File: src/eepw_pkg.sv
package eepw_pkg;
  // geometry of the parallel memory
  localparam int ADDR_W      = 13;
  localparam int DATA_W      = 8;
  localparam int PAGE_LSB    = 6;            // page address bits are 12..6
  localparam int PAGE_BYTES  = 64;
  localparam int CNT_W       = 7;            // holds 0..64
  localparam int TOGGLE_BIT  = 6;            // toggle status line position
  // clock and bus timing
  localparam int CLK_NS      = 5;
  localparam int WP_NS       = 100;          // least write pulse width
  localparam int WPH_NS      = 50;           // least write pulse high
  localparam int RD_NS       = 150;          // read access, and separately the output enable high pulse
  localparam int BLC_US      = 150;          // byte_load_window, longest
  localparam int WP_CYC      = (WP_NS + CLK_NS - 1) / CLK_NS;
  localparam int WPH_CYC     = (WPH_NS + CLK_NS - 1) / CLK_NS;
  localparam int RD_CYC      = (RD_NS + CLK_NS - 1) / CLK_NS;
  localparam int BLC_CYC     = (BLC_US * 1000) / CLK_NS;
  localparam int TMR_W       = 16;
  // unlock addresses and codes, values not given here, kept neutral
  localparam logic [12:0] UNLK_A0 = 13'h1555;
  localparam logic [12:0] UNLK_A1 = 13'h0AAA;
  localparam logic [7:0]  UNLK_D0 = 8'hAA;
  localparam logic [7:0]  UNLK_D1 = 8'h55;
  localparam logic [7:0]  CMD_PROT   = 8'hA0;
  localparam logic [7:0]  CMD_UNPROT = 8'h20;
  localparam logic [7:0]  CMD_UNPROT2 = 8'h80;
  // operation codes on the user command port
  localparam logic [1:0] OP_WRITE  = 2'h0;   // plain page write
  localparam logic [1:0] OP_PWRITE = 2'h1;   // protected page write
  localparam logic [1:0] OP_PROT   = 2'h2;   // protection enable only
  localparam logic [1:0] OP_UNPROT = 2'h3;   // protection disable only
endpackage : eepw_pkg

File: src/eepw_host.sv
`timescale 1ns/10ps
`default_nettype none
// Notes on behaviour
// every byte of one page load carries identical page address bits 12..6.
// output strobe held high while write strobe and chip select are low.
// device becomes protected at end of internal write after enable code.
// device becomes unprotected at end of internal write after disable code.
// a protected write loads 1 to 64 bytes after the command code.
// toggle status read by cycling output strobe and chip select repeatedly.
// only a change between successive reads matters, not the level.
// polling address may be anything but stays fixed within one write.
// next byte load starts within 150 us of the previous one.
// device inverts toggle line per read while busy, stable once done.
// device drops unprotected byte loads while protection is active.
module eepw_host #(
  parameter int BLC_CYCLES = eepw_pkg::BLC_CYC,
  parameter int POLL_MAX   = 4_000_000          // gives up on poll POLL_MAX + 1
) (
  input  wire logic                        I_CLK_SYS,
  input  wire logic                        I_NRST,
  input  wire logic                        I_START,
  input  wire logic [1:0]                  I_OP,
  input  wire logic [eepw_pkg::ADDR_W-1:0] I_ADDR,
  input  wire logic [eepw_pkg::CNT_W-1:0]  I_COUNT,
  input  wire logic                        I_LOAD,
  input  wire logic [eepw_pkg::DATA_W-1:0] I_LOAD_DATA,
  input  wire logic [eepw_pkg::DATA_W-1:0] I_DQ_IN,
  output logic      [eepw_pkg::ADDR_W-1:0] O_ADDR,
  output logic      [eepw_pkg::DATA_W-1:0] O_DQ_OUT,
  output logic                             O_DQ_OE,
  output logic                             O_CE_N,
  output logic                             O_OE_N,
  output logic                             O_WE_N,
  output logic                             O_BUSY,
  output logic                             O_DONE,
  output logic                             O_TIMEOUT
);
  typedef enum logic [2:0] {
    ST_IDLE = 3'b000,
    ST_SETUP = 3'b001,
    ST_PULSE = 3'b010,
    ST_HIGH = 3'b011,
    ST_READ = 3'b100,
    ST_RHIGH = 3'b101,
    ST_DONE = 3'b110
  } eepw_state_e;

  typedef struct packed {
    eepw_state_e                 st;
    logic [1:0]                  op;
    logic [eepw_pkg::ADDR_W-1:0] base;
    logic [eepw_pkg::CNT_W-1:0]  cnt;      // data bytes to load
    logic [eepw_pkg::CNT_W-1:0]  idx;      // data byte index
    logic [2:0]                  pre;      // command step index
    logic [eepw_pkg::TMR_W-1:0]  tmr;
    logic [eepw_pkg::CNT_W-1:0]  wptr;
    logic                        first;    // first poll read pending
    logic                        tgl;      // last toggle level
    logic [31:0]                 polls;
    logic [eepw_pkg::ADDR_W-1:0] addr;
    logic [eepw_pkg::DATA_W-1:0] dq;
    logic                        oe_dq;
    logic                        ce_n;
    logic                        oe_n;
    logic                        we_n;
    logic                        done;
    logic                        tout;
    logic                        busy;     // not idle, registered copy of the state test
  } eepw_regs_s;

  eepw_regs_s q, d;
  logic [eepw_pkg::DATA_W-1:0] buf_rd;

  // byte staging buffer, filled by the user before the start
  eepw_page_mem #(
    .DW(eepw_pkg::DATA_W), .DEPTH(eepw_pkg::PAGE_BYTES), .AW(eepw_pkg::PAGE_LSB)
  ) u_buf (
    .I_CLK_SYS(I_CLK_SYS),
    .i_we     (I_LOAD && (q.st == ST_IDLE) && (q.wptr < eepw_pkg::CNT_W'(eepw_pkg::PAGE_BYTES))),
    .i_waddr  (q.wptr[eepw_pkg::PAGE_LSB-1:0]),
    .i_wdata  (I_LOAD_DATA),
    .i_raddr  (d.idx[eepw_pkg::PAGE_LSB-1:0]),
    .o_rdata  (buf_rd)
  );

  // number of command bytes preceding data for an operation
  function automatic logic [2:0] pre_len(input logic [1:0] op);
    case (op)
      eepw_pkg::OP_WRITE:  pre_len = 3'h0;
      eepw_pkg::OP_UNPROT: pre_len = 3'h6;
      default:             pre_len = 3'h3;
    endcase
  endfunction : pre_len

  // address and data of command step k
  function automatic logic [20:0] pre_step(input logic [1:0] op, input logic [2:0] k);
    case (k)
      3'h0, 3'h3: pre_step = {eepw_pkg::UNLK_A0, eepw_pkg::UNLK_D0};
      3'h1, 3'h4: pre_step = {eepw_pkg::UNLK_A1, eepw_pkg::UNLK_D1};
      3'h2:       pre_step = {eepw_pkg::UNLK_A0, (op == eepw_pkg::OP_UNPROT) ?
                              eepw_pkg::CMD_UNPROT2 : eepw_pkg::CMD_PROT};
      default:    pre_step = {eepw_pkg::UNLK_A0, eepw_pkg::CMD_UNPROT};
    endcase
  endfunction : pre_step

  // next state and bus drive
  always_comb begin
    logic [20:0] step;
    logic        more;
    step = pre_step(q.op, q.pre);
    more = 1'b0;
    d = q;
    d.done = 1'b0;
    case (q.st)
      ST_IDLE: begin
        if (I_LOAD && q.wptr < eepw_pkg::CNT_W'(eepw_pkg::PAGE_BYTES)) begin
          d.wptr = q.wptr + 1'b1;
        end
        if (I_START) begin
          d.op = I_OP;
          d.base = I_ADDR;
          d.pre = 3'h0;
          d.idx = '0;
          d.tout = 1'b0;
          d.polls = '0;
          // clamp to one page; protect/unprotect carry none
          if (I_OP == eepw_pkg::OP_PROT || I_OP == eepw_pkg::OP_UNPROT) begin
            d.cnt = '0;
          end else if (I_COUNT == '0) begin
            d.cnt = eepw_pkg::CNT_W'(1);
          end else if (I_COUNT > eepw_pkg::CNT_W'(eepw_pkg::PAGE_BYTES)) begin
            d.cnt = eepw_pkg::CNT_W'(eepw_pkg::PAGE_BYTES);
          end else begin
            d.cnt = I_COUNT;
          end
          d.st = ST_SETUP;
        end
      end
      ST_SETUP: begin
        // place address and data with output strobe high
        if (q.pre < pre_len(q.op)) begin
          d.addr = step[20:8];
          d.dq = step[7:0];
        end else begin
          // page bits fixed from the base address, only low bits advance
          d.addr = {q.base[eepw_pkg::ADDR_W-1:eepw_pkg::PAGE_LSB],
                    q.idx[eepw_pkg::PAGE_LSB-1:0] +
                    q.base[eepw_pkg::PAGE_LSB-1:0]};
          d.dq = buf_rd;
        end
        d.oe_dq = 1'b1;
        d.oe_n = 1'b1;
        d.ce_n = 1'b0;
        d.we_n = 1'b0;
        d.tmr = eepw_pkg::TMR_W'(eepw_pkg::WP_CYC - 1);
        d.st = ST_PULSE;
      end
      ST_PULSE: begin
        if (q.tmr == '0) begin
          d.we_n = 1'b1;
          d.ce_n = 1'b1;
          d.tmr = eepw_pkg::TMR_W'(eepw_pkg::WPH_CYC - 1);
          if (q.pre < pre_len(q.op)) begin
            d.pre = q.pre + 1'b1;
            more = (q.pre + 1'b1 < pre_len(q.op)) || (q.cnt != '0);
          end else begin
            d.idx = q.idx + 1'b1;
            more = (q.idx + 1'b1 < q.cnt);
          end
          d.st = more ? ST_HIGH : ST_READ;
          if (!more) begin
            d.oe_dq = 1'b0;
            d.first = 1'b1;
          end
        end else begin
          d.tmr = q.tmr - 1'b1;
        end
      end
      ST_HIGH: begin
        // next byte well inside the byte_load_window
        if (q.tmr == '0 || BLC_CYCLES <= eepw_pkg::WPH_CYC) begin
          d.st = ST_SETUP;
        end else begin
          d.tmr = q.tmr - 1'b1;
        end
      end
      ST_READ: begin
        // poll read at the fixed base address
        if (q.ce_n) begin
          d.addr = q.base;
          d.ce_n = 1'b0;
          d.oe_n = 1'b0;
          d.tmr = eepw_pkg::TMR_W'(eepw_pkg::RD_CYC - 1);
        end else if (q.tmr == '0) begin
          d.ce_n = 1'b1;
          d.oe_n = 1'b1;
          d.tgl = I_DQ_IN[eepw_pkg::TOGGLE_BIT];
          d.first = 1'b0;
          d.polls = q.polls + 1'b1;
          d.tmr = eepw_pkg::TMR_W'(eepw_pkg::RD_CYC - 1);
          // done when two reads agree; the level itself is ignored
          if (!q.first && I_DQ_IN[eepw_pkg::TOGGLE_BIT] == q.tgl) begin
            d.st = ST_DONE;
          end else if (q.polls >= 32'(POLL_MAX)) begin
            d.tout = 1'b1;
            d.st = ST_DONE;
          end else begin
            d.st = ST_RHIGH;
          end
        end else begin
          d.tmr = q.tmr - 1'b1;
        end
      end
      ST_RHIGH: begin
        // output strobe high pulse between polls
        if (q.tmr == '0) begin
          d.st = ST_READ;
        end else begin
          d.tmr = q.tmr - 1'b1;
        end
      end
      ST_DONE: begin
        // protection state settled in the device after the write
        d.done = 1'b1;
        d.wptr = '0;
        d.st = ST_IDLE;
      end
      default: begin
        d.st = ST_IDLE;
      end
    endcase
    d.busy = (d.st != ST_IDLE);                                   // busy leaves a flip-flop
  end

  // state register
  always_ff @(posedge I_CLK_SYS or negedge I_NRST) begin
    if (!I_NRST) begin
      q <= '{st: ST_IDLE, ce_n: 1'b1, oe_n: 1'b1, we_n: 1'b1, default: '0};
    end else begin
      q <= d;
    end
  end

  // outputs straight from flip-flops
  assign O_ADDR    = q.addr;
  assign O_DQ_OUT  = q.dq;
  assign O_DQ_OE   = q.oe_dq;
  assign O_CE_N    = q.ce_n;
  assign O_OE_N    = q.oe_n;
  assign O_WE_N    = q.we_n;
  assign O_BUSY    = q.busy;
  assign O_DONE    = q.done;
  assign O_TIMEOUT = q.tout;
endmodule : eepw_host
`default_nettype wire

File: src/eepw_page_mem.sv
`timescale 1ns/10ps
`default_nettype none
// small page buffer, read data registered
module eepw_page_mem #(
  parameter int DW = 8,
  parameter int DEPTH = 64,
  parameter int AW = 6
) (
  input  wire logic          I_CLK_SYS,
  input  wire logic          i_we,
  input  wire logic [AW-1:0] i_waddr,
  input  wire logic [DW-1:0] i_wdata,
  input  wire logic [AW-1:0] i_raddr,
  output logic      [DW-1:0] o_rdata
);
  logic [DW-1:0] mem [DEPTH];
  // write port and registered read
  always_ff @(posedge I_CLK_SYS) begin
    if (i_we) begin
      mem[i_waddr] <= i_wdata;
    end
    o_rdata <= mem[i_raddr];
  end
endmodule : eepw_page_mem
`default_nettype wire

File: config.mk
export PLATFORM = sky130hd
export DESIGN_NAME = eepw_host
export DESIGN_NICKNAME = d
export VERILOG_FILES = /design/src/eepw_pkg.sv /design/src/eepw_host.sv /design/src/eepw_page_mem.sv
export SDC_FILE = /design/constraint.sdc
export NUM_CORES = 1
export LEC_CHECK = 0
export BUFFER_PORTS_ARGS = -buffer_cell sky130_fd_sc_hd__buf_2
export CORE_UTILIZATION = 62
export DETAILED_ROUTE_END_ITERATION = 8
export PLACE_DENSITY = 0.91
export SYNTH_ARGS = -nofsm -noshare
export SYNTH_HDL_FRONTEND = slang
export SYNTH_SLANG_ARGS = --single-unit
File: constraint.sdc
create_clock -name I_CLK_SYS -period 4.4 [get_ports I_CLK_SYS]
set_input_delay 0.22 -clock I_CLK_SYS [delete_from_list [all_inputs] [get_ports I_CLK_SYS]]
set_output_delay 0.22 -clock I_CLK_SYS [all_outputs]
set_load 0.05 [all_outputs]
==> metrics.md, run 1 <==
| Metric | Value |
|---|---|
| VDD IR-drop max | `between 400 and 500 µV` |
| GP Congestion | `around 0.96` |
| Mux share of post-synthesis cell area | `0.0331` |
| Area Growth Syn to Fin | `11.8%` |
| Fmax | `0.233 GHz` |
| Final hold slack | `approximately 0.24 ns` |
| Multi-input gate area in the final layout | `7910 µm²` |
| Finish-stage setup viols | `0` |
| Starting Density | `0.630` |
| Synth top area cells | `edfxtp_1 (56%), dfrtp_1 (11%), nand2_1 (5.5%)` |
| Fillers | `2,632` |
| Post-Synth XOR/XNOR Area | `0.0132` |
| Top_reg_cell synth | `edfxtp_1` |
| Worst setup EP type | `flip-flop` |
| CP required | `4.89 ns` |
| Diodes inserted | `0` |
| Mapped Cells | `between 2,000 and 2,500` |
| Fin Setup TNS | `0 ns` |
| First drt pass iteration count | `8` |
| CP Max Fanout | `32` |
| RSZ-0062 raised after global routing | `false` |
| Setup crit start kind | `flip-flop` |
| Clock power frac | `0.278` |
| Max-Cap Viols | `0` |
| WL/cell | `24.5 µm` |
| Internal power | `11.8 mW` |
| Commonest cells in the netlist | `edfxtp_1 (512), nand2_1 (402), nor2_1 (191)` |
| Die Wd | `212 µm` |
| Initial drt markers | `3,073` |
| Sequential power share | `0.402` |
| Hold Path End | `q[102]` |
| Tot Pwr | `18.4 mW` |
| Total grt overflow | `0` |
| Synthesized-area fraction occupied by adder cells | `0.0136` |
| Root Buffer | `clkbuf_16` |
| Main combinational cell family by area after synthesis | `simple AND/OR/NAND/NOR gates` |
| Comb pwr share | `0.319` |
| FF-to-FF path depth | `15` |
| Share of the synthesized area in the top cell type | `0.565` |
| Global Route Usage Sum | `0.319` |
| Via density | `a little under 7` |
| FFs w/ async S/R, synth | `0.188` |
| Final count of pins violating max slew | `0` |
| Slew headroom | `0.0174` |
| Fin crit period | `about 4.3 ns` |
| Cell taking the most area after synthesis | `edfxtp_1` |
| Worst r2r src | `q[69]` |
| I/O Pins | `70` |
| Clock slew at reported path FFs | `0.07 ns` |
| Seq cells post-synth | `640` |
| Synth Area in Simple Gates | `0.140` |
| Reg-to-Reg End | `u_buf.o_rdata[1]` |
| Dpl hpwl | `40,600 µm` |
| Setup Crit Path Kind | `flip-flop to flip-flop` |
| Final std cells w/o fill | `2,916` |
| Setup WS pre-CTS | `0.0435 ns` |
| Final Routed Wirelength | `71,400 µm` |
| Final worst path period share | `0.975` |
| Clk sinks | `640` |
| Vias | `19,600` |
| Number of synthesized flops with an enable pin | `~500` |
| Hold Crit Class | `input port to flip-flop` |
| Status | `finished, final reports clean` |
| Worst slew pin tran | `1.47 ns` |
| Mapped Area | `approximately 27,000 µm²` |
| CTS tree | `built` |
| # DRC | `0` |
| DP Cell Count | `2,776` |
| Yosys warnings | `0` |
| Post-synthesis compound-gate area fraction | `0.0878` |
| Nets | `2,355` |
| CTS H-Tree Depth | `2` |
| Hold Crit Depth | `5` |
| Max clock buf depth | `3` |
| Sw frac | `0.360` |
| Final Hold Fails | `0` |
| Top-count cell post-synth | `edfxtp_1` |
| Antenna Nets Post-Route | `0` |
| Clk_lat worst skew | `0.63 ns` |
| Reg2Reg Setup Slack | `0.11 ns` |
| Crit path DAT | `4.78 ns` |
| Share of layout cells above drive strength 1 | `0.110` |
| Pin count of the biggest net entering global routing | `130` |
| Pwr dens | `approximately 600 nW/µm²` |
| Die area | `approximately 45,000 µm²` |
| Post-synthesis sequential area ratio | `0.681` |
| Min-Delay Startpoint | `I_START` |
| IO Port Bufs | `62` |
| Core region area | `43,200 µm²` |
| Post-synthesis area per instance | `12.3 µm²` |
| Sw power | `6.61 mW` |
| Global-route wire length before repair | `108,000 µm` |
| Leak | `approximately 11 nW` |
| Storage cell area | `18,500 µm²` |
| Worst setup margin | `0.110 ns` |
| Mapped Nets | `2,282` |
| Vias in the first global route | `around 19,000` |
| Worst setup skew after layout | `0.0135 ns` |
| Netlist cell types | `75` |
| Initial antenna violation count | `1` |
| CTS Buf Count | `59` |
| Die Span Y | `roughly 210 µm` |
| Row count | `76` |
-- final cells by class --
cell class                      count  share of cell area
Inverter                           33             0.00424
Tap cell                          585              0.0241
Sequential cell                   640               0.609
Clock inverter                     37              0.0107
Timing Repair Buffer              154              0.0392
Multi-Input combinational cell   1396               0.260
Clock buffer                       71              0.0524
-- critical path: stages, from the launching register on --
cell and delay [ns]:
dfrtp_1 0.42, inv_1 0.17, ha_1 0.20, nor4b_2 0.26, nand4_2 0.18, buf_4 0.25
o41ai_1 0.23, or2_2 0.30, inv_2 0.07, buf_4 0.22, nand3b_1 0.22, buf_12 0.24
a21oi_1 0.08, nor4_2 0.52, o32ai_1 0.20, or4_1 0.59
-- layer usage --
metal  global-route usage  wire [µm]  up-vias
li1                     -          -     8231
met1                0.394      24700     9425
met2                0.517      33900     1585
met3               0.0745       8440      365
met4                0.188       4280        2
met5                    0         12        -
-- placed cells by master, fill, tap and decap left out, types with 11 or more instances in the layout --
cell	netlist	layout
a211oi_1	20	20
a21oi_1	108	108
a31oi_1	21	21
a32oi_1	15	15
and3_1	26	26
buf_2	22	61
buf_4	24	54
clkbuf_16	0	61
clkinv_1	2	13
clkinv_2	0	12
dfrtp_1	117	117
dlygate4sd3_1	0	30
edfxtp_1	512	512
ha_1	28	28
inv_1	29	29
mux2i_1	82	82
nand2_1	402	402
nand3_1	73	72
nand4_1	26	26
nor2_1	191	191
nor2b_1	11	11
nor3_1	31	31
nor4_1	27	20
o21ai_0	89	88
o22ai_1	42	42
o31ai_1	15	15
or3_1	11	11
xnor2_1	16	16
xor2_1	25	25
-- flip-flops by register name (all words and copies together), names as in the netlist --
register	flops
O_ADDR	13
O_BUSY	1
O_CE_N	1
O_DONE	1
O_DQ_OE	1
O_DQ_OUT	8
O_OE_N	1
O_TIMEOUT	1
O_WE_N	1
q	92
u_buf.mem	512
u_buf.o_rdata	8
-- cell families (layout without fill, tap and decap cells) --
| logic type | count (synthesis) | count (layout) |
|---|---|---|
| AOI/OAI and AO/OA | 383 | 383 |
| xor gates and xnor gates | 41 | 41 |
| adders and majority gates | 29 | 29 |
| buffers and inverters | 175 | 295 |
| DFF | 640 | 640 |
| muxes | 89 | 89 |
| and+or+nand+nor | 854 | 854 |
-- power by group through the flow --
stage	clock network, mW	registers [mW]	logic [mW]
2_1_floorplan	0	7.39	3.96
3_3_place_gp	0	7.44	5.21
3_5_place_dp	0	7.47	5.45
4_1_cts	5.10	7.35	5.60
5_1_grt	5.33	7.43	6.24
6_report	5.11	7.40	5.87
-- worst max path at each step --
stage | from | end | depth (start not counted)
CTS | q[69] | u_buf.o_rdata[1] | 15
global placement | q[69] | u_buf.o_rdata[1] | 14
floorplan | q[115] | u_buf.o_rdata[7] | 16
global route | q[69] | u_buf.o_rdata[1] | 15
finish | q[69] | u_buf.o_rdata[1] | 15
detailed placement | q[69] | u_buf.o_rdata[2] | 13
-- metrics by stage --
| stage | util | area, µm² |
|---|---|---|
| after global placement | 0.651 | 28100 |
| final | 0.705 | 30400 |
| after floorplan | - | 27200 |
| after global routing | 0.705 | 30400 |
| after detailed placement | 0.651 | 28100 |
| after CTS | 0.703 | 30400 |
-- what timing repair did --
action,CTS,global route
hold buffers,30,0
buffers inserted,0,2
gates cloned,0,0
setup endpoints to repair,3,8
pin swaps,0,1
resized for setup,3,9
hold endpoints to repair,140,0
Note: power is estimated with default switching activity, not from simulation.
==> run 2: changes to the inputs <==
--- a/config.mk
+++ b/config.mk
@@ -6,9 +6,9 @@
 export NUM_CORES = 1
 export LEC_CHECK = 0
 export BUFFER_PORTS_ARGS = -buffer_cell sky130_fd_sc_hd__buf_2
-export CORE_UTILIZATION = 62
+export CORE_UTILIZATION = 40
 export DETAILED_ROUTE_END_ITERATION = 8
-export PLACE_DENSITY = 0.91
+export PLACE_DENSITY = 0.69
 export SYNTH_ARGS = -nofsm -noshare
 export SYNTH_HDL_FRONTEND = slang
 export SYNTH_SLANG_ARGS = --single-unit
==> constraint.sdc (replaced) <==
create_clock -name I_CLK_SYS -period 3.7 [get_ports I_CLK_SYS]
set_input_delay 0.185 -clock I_CLK_SYS [delete_from_list [all_inputs] [get_ports I_CLK_SYS]]
set_output_delay 0.185 -clock I_CLK_SYS [all_outputs]
set_load 0.05 [all_outputs]
==> run 2 against run 1 <==
  * Fmax increased by 19%
  * Clock power increased by 26%
  * Largest cell class unchanged
  * Final cell count increased by 15%
  * Hold slack got worse by 0.062 ns
  * Critical path depth increased by 2
==> metrics.md, run 2 (synthesized netlist as in run 1, its figures left out) <==
| Metric | Value |
|---|---|
| Setup crit start kind | `flip-flop` |
| Critical-path top delay cell | `or4_1` |
| Critical path's largest stage delay | `0.51 ns (-0.08 ns)` |
| CTS H-Tree Depth | `3 (+1)` |
| Final core occ | `0.482 (-0.223)` |
| Setup WS pre-CTS | `-0.143 ns (-0.186 ns)` |
| Top cell by count, worst path | `buf_4` |
| Critical path cell sequence | `inv_1, ha_2, ha_1, nand2_2, o21a_1, buf_4, o41ai_2, or2_4, inv_2, nand3b_1, buf_4, clkbuf_16, o22ai_1, o21ai_1, buf_4, nand2_1, or4_1` |
| Worst setup skew after layout | `0.0304 ns (+0.0170 ns)` |
| Final Routed Wirelength | `72,400 µm (+1.4%)` |
| Worst slew pin tran | `1.10 ns (-0.370 ns)` |
| Max-Cap Viols | `0 (unchanged)` |
| Worst setup EP type | `flip-flop` |
| Initial drt markers | `2,275 (-26%)` |
| Core region area | `67,300 µm² (+56%)` |
| # DRC | `0 (unchanged)` |
| Tot Pwr | `23.2 mW (+27%)` |
| DP Cell Count | `3,182 (+15%)` |
| Dpl hpwl | `45,200 µm (+11%)` |
| Final Hold Fails | `0 (unchanged)` |
| Final count of pins violating max slew | `0 (unchanged)` |
| CTS Buf Count | `66 (+12%)` |
| Clk_lat worst skew | `0.61 ns (-0.02 ns)` |
| Commonest non-fill, non-tap cell in the layout | `edfxtp_1` |
| Slew headroom | `0.268 (+0.250)` |
| Row count | `95 (+25%)` |
| Leak | `12.1 nW (+8.1%)` |
| Global-route wire length before repair | `107,000 µm (-0.63%)` |
| Initial antenna violation count | `1 (unchanged)` |
| Setup Crit Path Kind | `flip-flop to flip-flop` |
| Fillers | `5,785 (+120%)` |
| Fin crit period | `3.62 ns (-0.671 ns)` |
| Die area | `69,100 µm² (+54%)` |
| CTS tree | `built` |
| Crit path DAT | `4.10 ns (-0.68 ns)` |
| Root Buffer | `clkbuf_16` |
| Worst setup margin | `0.0813 ns (-0.0290 ns)` |
| Final worst path period share | `0.978 (+0.00310)` |
| I/O Pins | `70 (unchanged)` |
| M1 WL | `30,400 µm (+23%)` |
| Starting Density | `0.405 (-0.226)` |
| Max Used Layer | `met5` |
| CP Max Fanout | `10 (-69%)` |
| Number of flip-flops in the largest register | `512 (unchanged)` |
| Area Growth Syn to Fin | `19.2%` |
| Commonest cells after routing, fill and taps aside | `edfxtp_1 (512), nand2_1 (400), nor2_1 (190)` |
| Met2 routed WL | `33,700 µm (-0.70%)` |
| Max clock buf depth | `3 (unchanged)` |
| Die Wd | `263 µm (+24%)` |
| WL/cell | `21.6 µm (-12%)` |
| Hold Crit Class | `input port to flip-flop` |
| GP Congestion | `0.900 (-6.0%)` |
| Vias | `19,000 (-3.3%)` |
| Clk sinks | `640 (unchanged)` |
| Antenna Nets Post-Route | `0 (unchanged)` |
| Clock slew at reported path FFs | `0.06 ns (about the same)` |
| Fmax | `0.276 GHz (+19%)` |
| Biggest register | `u_buf.mem` |
| Vias in the first global route | `18,200 (-5.2%)` |
| Met3 WL | `5880 µm (-30%)` |
| CP required | `4.18 ns (-0.71 ns)` |
| Total grt overflow | `0 (unchanged)` |
| Nets | `2,497 (+6.0%)` |
| Via density | `5.65 (-16%)` |
| Die Span Y | `263 µm (+24%)` |
| Final std cells w/o fill | `3,354 (+15%)` |
| Status | `finished, final reports clean` |
| Pwr dens | `717 nW/µm² (+19%)` |
| VDD IR-drop max | `381 µV (-17%)` |
| First drt pass iteration count | `6 (-2)` |
| Global Route Usage Sum | `0.201 (-0.119)` |
| IO Port Bufs | `62 (unchanged)` |
| Pin count of the biggest net entering global routing | `70 (-46%)` |
| Finish-stage setup viols | `0 (unchanged)` |
| Share of layout cells above drive strength 1 | `0.169 (+0.0583)` |
| RSZ-0062 raised after global routing | `true` |
[run 2: metrics by stage]
stage	cell area (µm²)	setup TNS, ns	hold WS (ns)
3_5_place_dp	29500	-0.596	0.298
2_1_floorplan	27200	0	-0.111
4_1_cts	31900	0	0.149
6_report	32400	0	0.176
5_1_grt	32400	-0.291	0.179
3_3_place_gp	29500	-0.0535	0.281
[run 2: power breakdown]
| group | internal [mW] | switching [mW] | leakage [nW] |
|---|---|---|---|
| clock | 3.71 | 2.74 | 1.02 |
| sequential | 8.27 | 0.483 | 6.17 |
| combinational | 3.17 | 4.88 | 4.88 |
| total | 15.1 | 8.10 | 12.1 |
[run 2: area by class of cell]
cell class | count | area, µm² | area share
antenna | 1 | 2.50 | 0.0000772
clock buffer | 98 | 1850 | 0.0571
clock inverter | 24 | 229 | 0.00706
inverter | 33 | 136 | 0.00421
multi-input combinational | 1396 | 8040 | 0.248
sequential | 640 | 18500 | 0.572
tap | 873 | 1090 | 0.0337
timing repair buffer | 288 | 2520 | 0.0778
timing repair inverter | 1 | 8.76 | 0.000270
[run 2: timing repair]
action                     in CTS  in global routing
hold endpoints to repair       74                  0
cloned                          0                  8
buffers inserted                0                 11
gates resized for setup         5                 55
pin swaps                       0                 12
hold buffers                   30                  0
setup endpoints to repair       8                  8
[run 2: worst paths after layout]
kind | cells past startpoint | end | from | slack, ns
hold reg to reg | 1 | O_DQ_OE | O_DQ_OE | 0.49
min in group asynchronous | 2 | q[51] | I_NRST | 0.19
hold / removal | 1 | u_buf.mem[10][6] | I_LOAD_DATA[6] | 0.18
setup reg to reg | 17 | u_buf.o_rdata[0] | q[115] | 0.08
setup / recovery | 17 | u_buf.o_rdata[0] | q[115] | 0.08
max in group asynchronous | 3 | O_OE_N | I_NRST | 2.68
[run 2: worst max-delay path, delay by kind of cell (launching register included)]
family,cells,cell delay [ns]
AO/OA/AOI/OAI,4,0.75
adder cells (fa/ha/maj),2,0.48
buffers and inverters,6,0.78
flip-flops,1,0.35
AND/OR/NAND/NOR,5,1.12
[run 2: layer usage]
metal,vias up,global-route usage
li1,8540,-
met1,9398,0.279
met2,867,0.319
met3,153,0.0350
met4,2,0.0654
met5,-,0
